**src/include/utxb_pkg.sv**
```systemverilog
// Package for the UART transmit buffering and interrupt control slice.
// Assumes a single 20 MHz system clock and an 8-bit register port.
package utxb_pkg;

  // ****************************************************************
  // Register map and field positions
  // ****************************************************************
  localparam logic [3:0] UTXB_ADDR_STATUS_CONTROL = 4'h0;
  localparam logic [3:0] UTXB_ADDR_TX_DATA        = 4'h1;
  localparam logic [3:0] UTXB_ADDR_RX_DATA        = 4'h2;
  localparam logic [3:0] UTXB_ADDR_MODE           = 4'h3;
  localparam int UTXB_BIT_DBL_BUF     = 7;
  localparam int UTXB_BIT_IRQ_STOPEND = 6;
  localparam int UTXB_BIT_SPLIT_IRQ   = 5;
  localparam int UTXB_BIT_TX_IRQ      = 1;
  localparam int UTXB_BIT_RX_IRQ      = 0;
  localparam int UTXB_BIT_MODE0       = 0;
  localparam logic [7:0] UTXB_RESET_CTRL  = 8'h00;
  localparam logic [7:0] UTXB_READ_UNMAP  = 8'h00;
  localparam logic [7:0] UTXB_STOP_LEVEL  = 8'hFF;

  // ****************************************************************
  // Timing
  // ****************************************************************
  localparam int UTXB_CLK_HZ   = 20000000;
  localparam int UTXB_BAUD     = 115200;
  localparam int UTXB_BIT_CYC  = UTXB_CLK_HZ / UTXB_BAUD;
  localparam int UTXB_FRAME_BITS = 10;

  // ****************************************************************
  // Types
  // ****************************************************************
  typedef struct packed {
    logic [3:0] addr;
    logic [7:0] wdata;
    logic       wr;
    logic       rd;
  } utxb_bus_t;

  typedef struct packed {
    logic       valid;
    logic [7:0] data;
  } utxb_word_t;

  typedef enum logic [1:0] {TX_IDLE, TX_START, TX_DATA, TX_STOP} utxb_tx_state_t;

endpackage

```
**src/rtl/utxb_buf2.sv**
```systemverilog
// Two-entry valid/ready buffer for transmit words.
// Assumes both sides run on clk_in; depth fixed at two.
`timescale 1ns/1ps
`default_nettype none
module utxb_buf2
#(
  parameter int WIDTH = 8
)
(
  // Clock and reset
  input  wire logic             clk_in,
  input  wire logic             rst_n_in,
  // Filling side
  input  wire logic             in_valid_in,
  input  wire logic [WIDTH-1:0] in_data_in,
  output logic                  in_ready_out,
  // Draining side
  output logic                  out_valid_out,
  output logic [WIDTH-1:0]      out_data_out,
  input  wire logic             out_ready_in
);

  typedef struct packed {
    logic [1:0][WIDTH-1:0] mem;
    logic [1:0]            cnt;
  } utxb_buf_state_t;

  utxb_buf_state_t st_reg;
  utxb_buf_state_t st_next;
  logic            push;
  logic            pop;

  always_comb
  begin
    st_next = st_reg;
    push = in_valid_in && (st_reg.cnt != 2'h2);
    pop  = out_ready_in && (st_reg.cnt != 2'h0);
    if (pop)
    begin
      st_next.mem[0] = st_reg.mem[1];
    end
    if (push)
    begin
      st_next.mem[pop ? 1'b0 : st_reg.cnt[0]] = in_data_in;
    end
    st_next.cnt = 2'(st_reg.cnt + {1'b0, push} - {1'b0, pop});
  end

  always_ff @(posedge clk_in or negedge rst_n_in)
  begin
    if (!rst_n_in)
    begin
      st_reg <= '0;
    end
    else
    begin
      st_reg <= st_next;
    end
  end

  assign in_ready_out  = (st_reg.cnt != 2'h2);
  assign out_valid_out = (st_reg.cnt != 2'h0);
  assign out_data_out  = st_reg.mem[0];

endmodule
`default_nettype wire

```
**src/rtl/utxb_ctrl.sv**
```systemverilog
// UART transmit buffering and interrupt control with a simple transmitter.
// Assumes a register master on clk_in and a receive datapath outside that
// delivers received bytes as one-cycle pulses.
//
// Notes on behaviour
// - With the double-buffer bit at 1 the transmitter holds three words (two buffered, one shifting), at 0 only one.
// - The double-buffer bit resets to 0 so the port behaves as a legacy single buffer.
// - The transmit event comes at the start of the stop bit when the timing bit is 0, at its end when 1.
// - Single buffering with the event at stop end may leave an idle gap before the next start bit.
// - With the split bit at 1 receive and transmit requests leave on separate outputs.
// - With the split bit at 0 both events share one request, and the bit resets to 0.
//
// The register offsets and the address-and-strobe port are this design's own decisions.
`timescale 1ns/1ps
`default_nettype none
module utxb_ctrl
  import utxb_pkg::*;
#(
  parameter int BIT_CYC = utxb_pkg::UTXB_BIT_CYC
)
(
  // Clock and reset
  input  wire logic       clk_in,
  input  wire logic       rst_n_in,
  // Register port
  input  wire logic [3:0] addr_in,
  input  wire logic [7:0] wdata_in,
  input  wire logic       wr_in,
  input  wire logic       rd_in,
  output logic [7:0]      rdata_out,
  // Receive event source
  input  wire logic       rx_valid_in,
  input  wire logic [7:0] rx_data_in,
  // Serial line and requests
  output logic            txd_out,
  output logic            irq_shared_out,
  output logic            irq_rx_out,
  output logic            irq_tx_out,
  output logic            tx_ready_out
);
  import utxb_pkg::*;

  // ****************************************************************
  // State
  // ****************************************************************
  typedef struct packed {
    logic                  tx_double_buffer_enable;
    logic                  tx_irq_at_stop_end;
    logic                  split_rx_tx_irq;
    logic                  mode0;
    logic                  tx_pend;
    logic                  rx_pend;
    logic [7:0]            rx_byte;
    logic [7:0]            rdata;
    utxb_tx_state_t        tx_st;
    logic [7:0]            shifter;
    logic [2:0]            bit_idx;
    logic [15:0]           baud_cnt;
    logic                  txd;
    logic                  irq_shared;
    logic                  irq_rx;
    logic                  irq_tx;
    logic                  wr_ready;
  } utxb_ctrl_state_t;

  utxb_ctrl_state_t st_reg;
  utxb_ctrl_state_t st_next;

  logic       buf_in_valid;
  logic       buf_in_ready;
  logic       buf_out_valid;
  logic [7:0] buf_out_data;
  logic       buf_take;
  logic       buf_push;
  logic       buf_empty_next;
  logic       buf_full_next;
  logic       admit_single;
  logic       bit_tick;
  logic       tx_event;
  logic [7:0] status_word;
  logic       wr_ctrl;
  logic       wr_data;
  logic       wr_mode;
  logic       rd_ctrl;
  logic       rd_rx;
  logic       rd_mode;

  function automatic logic hit(input logic [3:0] a, input logic [3:0] target);
    hit = (a == target);
  endfunction

  // ****************************************************************
  // Status word
  // ****************************************************************
  // Field positions come from the package, so the map lives in one place.
  function automatic logic [7:0] pack_status(input utxb_ctrl_state_t s);
    logic [7:0] w;
    w                       = '0;
    w[UTXB_BIT_DBL_BUF]     = s.tx_double_buffer_enable;
    w[UTXB_BIT_IRQ_STOPEND] = s.tx_irq_at_stop_end;
    w[UTXB_BIT_SPLIT_IRQ]   = s.split_rx_tx_irq;
    w[UTXB_BIT_TX_IRQ]      = s.tx_pend;
    w[UTXB_BIT_RX_IRQ]      = s.rx_pend;
    pack_status             = w;
  endfunction

  // ****************************************************************
  // Register decode
  // ****************************************************************
  // Each strobe is qualified once, so every consumer sees the same select.
  assign wr_ctrl = wr_in && hit(addr_in, UTXB_ADDR_STATUS_CONTROL);
  assign wr_data = wr_in && hit(addr_in, UTXB_ADDR_TX_DATA);
  assign wr_mode = wr_in && hit(addr_in, UTXB_ADDR_MODE);
  assign rd_ctrl = rd_in && hit(addr_in, UTXB_ADDR_STATUS_CONTROL);
  assign rd_rx   = rd_in && hit(addr_in, UTXB_ADDR_RX_DATA);
  assign rd_mode = rd_in && hit(addr_in, UTXB_ADDR_MODE);

  // ****************************************************************
  // Transmit buffer
  // ****************************************************************
  // Single buffering admits a new word only when buffer and shifter are empty.
  assign admit_single = !buf_out_valid && (st_reg.tx_st == TX_IDLE);
  assign buf_in_valid = wr_data && (st_reg.tx_double_buffer_enable || admit_single);

  utxb_buf2 #(.WIDTH(8)) u_buf
  (
    .clk_in        (clk_in),
    .rst_n_in      (rst_n_in),
    .in_valid_in   (buf_in_valid),
    .in_data_in    (wdata_in),
    .in_ready_out  (buf_in_ready),
    .out_valid_out (buf_out_valid),
    .out_data_out  (buf_out_data),
    .out_ready_in  (buf_take)
  );

  assign buf_take       = (st_reg.tx_st == TX_IDLE) && buf_out_valid;
  assign buf_push       = buf_in_valid && buf_in_ready;
  assign buf_empty_next = !buf_push && (!buf_out_valid || (buf_in_ready && buf_take));
  assign buf_full_next  = (!buf_in_ready && !buf_take) || (buf_out_valid && buf_push && !buf_take);
  assign status_word    = pack_status(st_reg);

  // ****************************************************************
  // Baud divider
  // ****************************************************************
  // The count rests at zero between frames, so every frame starts on a full bit.
  assign bit_tick = (st_reg.baud_cnt == 16'(BIT_CYC - 1));

  // ****************************************************************
  // Next state
  // ****************************************************************
  always_comb
  begin
    st_next = st_reg;
    // No event unless a frame reaches the selected edge of its stop bit.
    tx_event = 1'b0;
    st_next.baud_cnt = (st_reg.tx_st == TX_IDLE || bit_tick) ? 16'h0000 : 16'(st_reg.baud_cnt + 16'h0001);
    case (st_reg.tx_st)
      TX_IDLE:
      begin
        st_next.txd = 1'b1;
        if (buf_out_valid)
        begin
          st_next.shifter = buf_out_data;
          st_next.tx_st   = TX_START;
          st_next.txd     = 1'b0;
        end
      end
      TX_START:
      begin
        if (bit_tick)
        begin
          st_next.tx_st   = TX_DATA;
          st_next.bit_idx = 3'h0;
          st_next.txd     = st_reg.shifter[0];
        end
      end
      TX_DATA:
      begin
        if (bit_tick)
        begin
          if (st_reg.bit_idx == 3'h7)
          begin
            st_next.tx_st = TX_STOP;
            st_next.txd   = UTXB_STOP_LEVEL[0];
            tx_event      = !st_reg.tx_irq_at_stop_end;
          end
          else
          begin
            st_next.bit_idx = 3'(st_reg.bit_idx + 3'h1);
            st_next.txd     = st_reg.shifter[3'(st_reg.bit_idx + 3'h1)];
          end
        end
      end
      TX_STOP:
      begin
        if (bit_tick)
        begin
          // The next start bit waits for a fresh word, hence a possible gap.
          st_next.tx_st = TX_IDLE;
          tx_event      = st_reg.tx_irq_at_stop_end;
        end
      end
      default:
      begin
        st_next.tx_st = TX_IDLE;
      end
    endcase

    st_next.rdata = UTXB_READ_UNMAP;
    if (rd_ctrl)
    begin
      st_next.rdata = status_word;
    end
    else if (rd_rx)
    begin
      st_next.rdata = st_reg.rx_byte;
    end
    else if (rd_mode)
    begin
      st_next.rdata = {7'h00, st_reg.mode0};
    end

    if (wr_ctrl)
    begin
      st_next.tx_double_buffer_enable = wdata_in[UTXB_BIT_DBL_BUF];
      st_next.tx_irq_at_stop_end      = wdata_in[UTXB_BIT_IRQ_STOPEND];
      st_next.split_rx_tx_irq         = wdata_in[UTXB_BIT_SPLIT_IRQ];
      // Writing one to a pending bit clears it.
      if (wdata_in[UTXB_BIT_TX_IRQ])
      begin
        st_next.tx_pend = 1'b0;
      end
      if (wdata_in[UTXB_BIT_RX_IRQ])
      begin
        st_next.rx_pend = 1'b0;
      end
    end
    if (wr_mode)
    begin
      st_next.mode0 = wdata_in[UTXB_BIT_MODE0];
    end
    // Set wins over a clear in the same cycle.
    if (tx_event)
    begin
      st_next.tx_pend = 1'b1;
    end
    if (rx_valid_in)
    begin
      st_next.rx_pend = 1'b1;
      st_next.rx_byte = rx_data_in;
    end

    st_next.irq_shared = !st_next.split_rx_tx_irq && (st_next.rx_pend || st_next.tx_pend);
    st_next.irq_rx     = st_next.split_rx_tx_irq && st_next.rx_pend;
    st_next.irq_tx     = st_next.split_rx_tx_irq && st_next.tx_pend;
    // Readiness is judged on the buffer as it stands after this edge, so a word
    // that lands now already counts against the next writer.
    if (st_next.tx_double_buffer_enable)
    begin
      st_next.wr_ready = !buf_full_next;
    end
    else
    begin
      st_next.wr_ready = (st_next.tx_st == TX_IDLE) && buf_empty_next;
    end
  end

  // ****************************************************************
  // Registers
  // ****************************************************************
  always_ff @(posedge clk_in or negedge rst_n_in)
  begin
    if (!rst_n_in)
    begin
      st_reg       <= '0;
      // The line idles high through reset so the far end sees no false start bit.
      st_reg.txd   <= 1'b1;
      st_reg.tx_double_buffer_enable <= UTXB_RESET_CTRL[UTXB_BIT_DBL_BUF];
      st_reg.tx_irq_at_stop_end      <= UTXB_RESET_CTRL[UTXB_BIT_IRQ_STOPEND];
      st_reg.split_rx_tx_irq         <= UTXB_RESET_CTRL[UTXB_BIT_SPLIT_IRQ];
      st_reg.tx_st <= TX_IDLE;
    end
    else
    begin
      st_reg <= st_next;
    end
  end

  // ****************************************************************
  // Outputs
  // ****************************************************************
  // Every output is a plain register copy, so nothing downstream sees a glitch.
  assign rdata_out      = st_reg.rdata;
  assign txd_out        = st_reg.txd;
  assign irq_shared_out = st_reg.irq_shared;
  assign irq_rx_out     = st_reg.irq_rx;
  assign irq_tx_out     = st_reg.irq_tx;
  assign tx_ready_out   = st_reg.wr_ready;

endmodule
`default_nettype wire

```
**config.mk**
```make
export PLATFORM = sky130hd
export DESIGN_NAME = utxb_ctrl
export DESIGN_NICKNAME = d
export VERILOG_FILES = /design/src/include/utxb_pkg.sv /design/src/rtl/utxb_buf2.sv /design/src/rtl/utxb_ctrl.sv
export SDC_FILE = /design/constraint.sdc
export NUM_CORES = 1
export LEC_CHECK = 0
export BUFFER_PORTS_ARGS = -buffer_cell sky130_fd_sc_hd__buf_2
export CELL_PAD_IN_SITES_DETAIL_PLACEMENT = 1
export CELL_PAD_IN_SITES_GLOBAL_PLACEMENT = 1
export CORE_UTILIZATION = 51
export CTS_CLUSTER_DIAMETER = 30
export DETAILED_ROUTE_END_ITERATION = 16
export PLACE_DENSITY_LB_ADDON = 0.1
export SYNTH_ARGS = -nofsm -noshare
export SYNTH_HDL_FRONTEND = slang
export SYNTH_HIERARCHICAL = 1
export SYNTH_SLANG_ARGS = --single-unit
```
**constraint.sdc**
```tcl
create_clock -name clk_in -period 5.8 [get_ports clk_in]
set_input_delay 0 -clock clk_in [delete_from_list [all_inputs] [get_ports clk_in]]
set_output_delay 0 -clock clk_in [all_outputs]
set_load 0.005 [all_outputs]
```
======== Word level (Yosys, flattened, before mapping) ========
Cells that the tools add are included.
word-level totals
  flip-flop bits (word level) ............. 74
  logic and storage cells ................. 119
cells by class
  multiplexer cells ....................... 38
  magnitude comparators ................... 3
  add/subtract/negate cells ............... 4
  reduce and logical (&&, ||, !) cells .... 42
  equality and inequality tests ........... 12
operators by type and width
  kind                   number
  $mux 8                 5
  $logic_and 1x1->1      21
  $add 16x1->16 const B  1
  $bwmux 16              1
  $eq 16x8->1 const B    1
  $mux 16                1
  $mux 1                 14
  $mux 3                 4
  $mux 10                1
  $mux 2                 5
  $mux 9                 1
  $demux 8 s1            1
  $eq 4x2->1 const B     2
  $ne 2x2->1 const B     4
  $pmux 2 s4             1
  $logic_not 1->1        7
  $pmux 3 s2             1
  $logic_or 1x1->1       5
  $eq 2x2->1 const B     2
  $eq 4x1->1 const B     1
  $logic_not 2->1        2
  $logic_not 4->1        1
  $lt 3x4->1 const B     1
  $reduce_and 4->1       1
  14 further kinds       15

======== Logic depth before layout (Yosys ltp) ========
  word-level depth ........................ 11
  gate-level depth with buffers ........... 9

======== By module ========
Netlist, hierarchy kept.
modules (own cells, without submodules)
  module     sequential area each (um^2)  times used  cells an instance  area an instance (um^2)
  utxb_ctrl  1402.6                       1           240                2713.9
  utxb_buf2  450.4                        1           68                 940.9

======== Worst setup path before layout ========
Ideal clock, no wire load.
  path type ............................... register to register
  start point ............................. reg st_reg[33] (netlist bit)
  end point ............................... reg u_buf/st_reg[1] (netlist bit)
  path buffers ............................ 1
  setup time .............................. 90 ps
  setup slack ............................. 3582 ps
  stages on the path, launching flop included .. 10
  required time ........................... 5710 ps
  arrival ................................. 2129 ps
  cells stage by stage .................... dfrtp_1 > inv_1 > ha_1 > and2_1 > clkbuf_1 > o21ai_2 > xor2_1 > ha_1 > a211o_1 > o2111ai_1
RTL lines
  element                 RTL line          RTL
  start, declared         utxb_ctrl.sv:66   utxb_ctrl_state_t st_reg;
  start signal, assigned  utxb_ctrl.sv:286  st_reg <= st_next;
  end signal, assigned    utxb_buf2.sv:57   st_reg <= st_next;
  end, declared           utxb_buf2.sv:28   utxb_buf_state_t st_reg;

==> reports/metrics.csv <==
stage,metric,value,unit
global_routing,GRT Overall Usage,24.45,%
finish,fin util,60.84,%
power,Net Sw Frac,24.86,%
global_routing,first-pass GRT wire length,13.55,mm
clock_tree,maximum clock path buffer count,2,
sta,Tmin final,2471,ps
sta,RSZ-0062 raised after global routing,no,
placed_design,post-DP HPWL,5.324,mm
setup_path,kind of critical path,reg2reg,
yosys,"Seq/Total Area, Yosys",50.70,%
route,final wirelength,7.998,mm
clock_tree,TritonCTS clock tree,yes,
power,register share of total power,53.4,%
power,Design Power,1.023,mW
yosys,Synth Register Bits,74,
worst_hold_path,HP Class,in2reg,
yosys,Synth Area per Inst,11.87,um2
worst_hold_path,worst hold path cell count,3,
power,Comb pwr share,6.7,%
finish,max reg flops,43,
finish,Final Cell Area,4179,um2
clock_tree,H-tree depth,3,
finish,"non-filler cells, final",452,
sta,Rel. slew slack,38.13,%
die,Die Width,86.66,um
yosys,synth warn,6,
clock_tree,post-CTS setup buffers,0,
route,DRC viols,0,
placed_design,GPL Wtd Cong,0.6970,
die,Starting Density,53.21,%
clock_tree,CTS Buf Count,9,
placed_design,IO Port Bufs,37,
power,Internal,0.7689,mW
yosys,distinct cell type count after synthesis,47,
setup_path,CP arrival,2740,ps
worst_hold_path,worst hold endpoint,st_reg[52],
route,drt wl/cell,17.69,um
die,die height,86.66,um
power,maximum vdd drop,219.0,uV
die,IO Pins,38,
sta,final period utilization,42.60,%
status,outcome,"finished, final reports clean",
clock_tree,CTS sink cnt,74,
route,DR pass1 iterations,5,
power,leakage,2.040,nW
global_routing,pin count of the biggest net entering global routing,75,
finish,# nets final,385,
power,power per cell area,244.9,nW/um2
sta,setup TNS,0,ps
sta,"Hold Vio Cnt, Final",0,
sta,worst-margin pin slew,928.1,ps
setup_path,RR Endpoint,u_buf/st_reg[1],
global_routing,vias in the first global route,2713,
route,mean number of vias per cell,5.367,
sta,"Slew Viols, Final",0,
placed_design,placed insts,417,
clock_tree,worst skew pair latency,360,ps
setup_path,Worst R2R Setup Slack,3330,ps
setup_path,CP max FO,14,
setup_path,Worst R2R Path Depth,8,
sta,final setup skew,14.77,ps
die,Core ar.,6869,um2
setup_path,crit end category,flop,
clock_tree,clk slew on worst S/H paths,80,ps
yosys,cells after synthesis,308,
yosys,Mapped Nets,343,
route,ANT nets after route,0,
route,DR iter-0 viols,79,
sta,Fmax,404.7,MHz
die,Rows,30,
setup_path,startpoint types,flop,
job,Max Cap Viol,0,
sta,Final Setup Violations,0,
setup_path,Reg-to-Reg Start,st_reg[33],
setup_path,CP required,6060,ps
worst_hold_path,Hold Crit Start,wr_in,
power,Psw,0.2544,mW
global_routing,initial antenna violation count,1,
route,Vias,2426,
global_routing,grt ovf,0,
power,power share of the clock group,40.0,%
placed_design,Area after DPL,3796,um2
clock_tree,post-CTS resize count,0,
finish,area grow syn2layout,14.34,%
yosys,cell area after synthesis,3655,um2
die,Die Area,7509,um2
finish,layout cell share with drive strength beyond 1,29.86,%
clock_tree,clk root buf,clkbuf_8,
-- power groups by stage --
stage	clock (mW)	sequential, mW	combinational, mW
final	0.409	0.546	0.0681
after global routing	0.440	0.548	0.0765
after CTS	0.418	0.546	0.0679
after detailed placement	0	0.557	0.0582
after global placement	0	0.556	0.0558
after floorplan	0	0.553	0.0272
-- area by class of cell --
class / count / area [um2]
antenna: 1 / 2.502
clock buffer: 9 / 123.9
clock inverter: 7 / 76.32
fill: 735 / 2690
inverter: 12 / 45.04
multi-input combinational: 198 / 1590
sequential: 74 / 1853
tap: 96 / 120.1
timing repair buffer: 55 / 367.9
-- cell usage after synthesis (all sizes together) --
| library cell | n | area [um2] |
|---|---|---|
| dfstp | 1 | 26.28 |
| nor2b | 3 | 18.77 |
| a31oi | 1 | 6.260 |
| o21ai | 8 | 47.55 |
| mux4 | 2 | 52.55 |
| o31ai | 2 | 15.01 |
| o211a | 1 | 10.01 |
| xnor2 | 6 | 52.55 |
| buf | 19 | 147.6 |
| ha | 10 | 125.1 |
| and3 | 4 | 25.02 |
| a21o | 1 | 7.510 |
| nor3b | 1 | 7.510 |
| nand2b | 4 | 25.02 |
| and4 | 3 | 26.28 |
| or3 | 2 | 12.51 |
| nor4b | 1 | 15.01 |
| mux2i | 6 | 60.06 |
| nand3b | 1 | 7.510 |
| or3b | 1 | 8.760 |
| inv | 12 | 45.04 |
| or2 | 1 | 6.260 |
| a22o | 5 | 45.04 |
| dfrtp | 73 | 1827 |
| a21bo | 1 | 10.01 |
| xor2 | 8 | 70.07 |
| a2bb2oi | 1 | 8.760 |
| nor3 | 5 | 25.02 |
| and2 | 3 | 18.77 |
| nand3 | 8 | 40.04 |
| a32o | 1 | 10.01 |
| a211o | 2 | 17.52 |
| a21oi | 6 | 30.03 |
| o32ai | 1 | 8.760 |
| mux2 | 45 | 540.5 |
| and4bb | 2 | 25.02 |
| a22oi | 1 | 7.510 |
| nor2 | 27 | 101.4 |
| clkbuf | 5 | 18.77 |
| o2111ai | 1 | 8.760 |
| nand4 | 3 | 18.77 |
| nand2 | 20 | 75.07 |
-- stage by stage --
stage	hold slack (ps)	setup slack, ps
2_1_floorplan	-295.6	3582
3_3_place_gp	203.0	3493
3_5_place_dp	203.7	3376
4_1_cts	3.879	3336
5_1_grt	20.61	3077
6_report	16.30	3329
-- worst max path at each step --
stage	startpoint	end	slack, ps	cells after the start
3_3_place_gp	st_reg[33]	u_buf/st_reg[1]	3490	8
3_5_place_dp	st_reg[32]	u_buf/st_reg[1]	3380	8
5_1_grt	st_reg[33]	u_buf/st_reg[1]	3080	8
2_1_floorplan	st_reg[33]	u_buf/st_reg[1]	3580	9
6_report	st_reg[33]	u_buf/st_reg[1]	3330	8
4_1_cts	st_reg[33]	u_buf/st_reg[1]	3340	8
-- critical path, cell delays in order (launching register included) --
cell       delay (ps)
dfrtp_1           420
inv_1             130
ha_1              250
and2_1            500
o21ai_2           290
xor2_1            240
ha_1              250
a211o_1           230
o2111ai_1          70
-- cells in the final DEF (no fill, tap or decap), types with 4 or more instances in the layout --
cell and instances:
a21oi_1 6, nor3_1 5, nand3_1 8, and3_1 4, buf_2 36, dlygate4sd3_1 18
nor2_1 27, a22o_1 4, clkbuf_8 9, xnor2_1 6, dfrtp_1 73, nand2_1 20
o21ai_0 6, mux2i_1 6, mux2_2 36, nand2b_1 4, mux2_4 9, inv_1 12
xor2_1 8, ha_1 10
-- what timing repair did --
action                                 in CTS  in global routing
hold buffers                               18                  0
endpoints found under the hold margin     106                  0
setup endpoints to repair                   0                  0
-- logic make-up (layout without fill, tap and decap cells) --
| kind of cell | count (synthesis) | in the layout | synth area share (%) |
|---|---|---|---|
| other cells | 0 | 1 | 0 |
| simple gates | 89 | 89 | 12.50 |
| xor+xnor | 14 | 14 | 3.355 |
| fa+ha+maj | 10 | 10 | 3.423 |
| buf+inv | 36 | 83 | 5.786 |
| compound gates | 32 | 32 | 6.368 |
| mux | 53 | 53 | 17.87 |
| flops | 74 | 74 | 50.70 |
-- metal layers --
metal	up-vias	share of wire, %	GRT usage (%)	routed length [um]
met3	8	3.6	6.571	284
met5	-	0	0	0
li1	1142	-	-	-
met4	0	1.5	7.879	116
met2	41	52	41.92	4133
met1	1235	43	30.09	3464
Note: power is estimated with default switching activity, not from simulation.
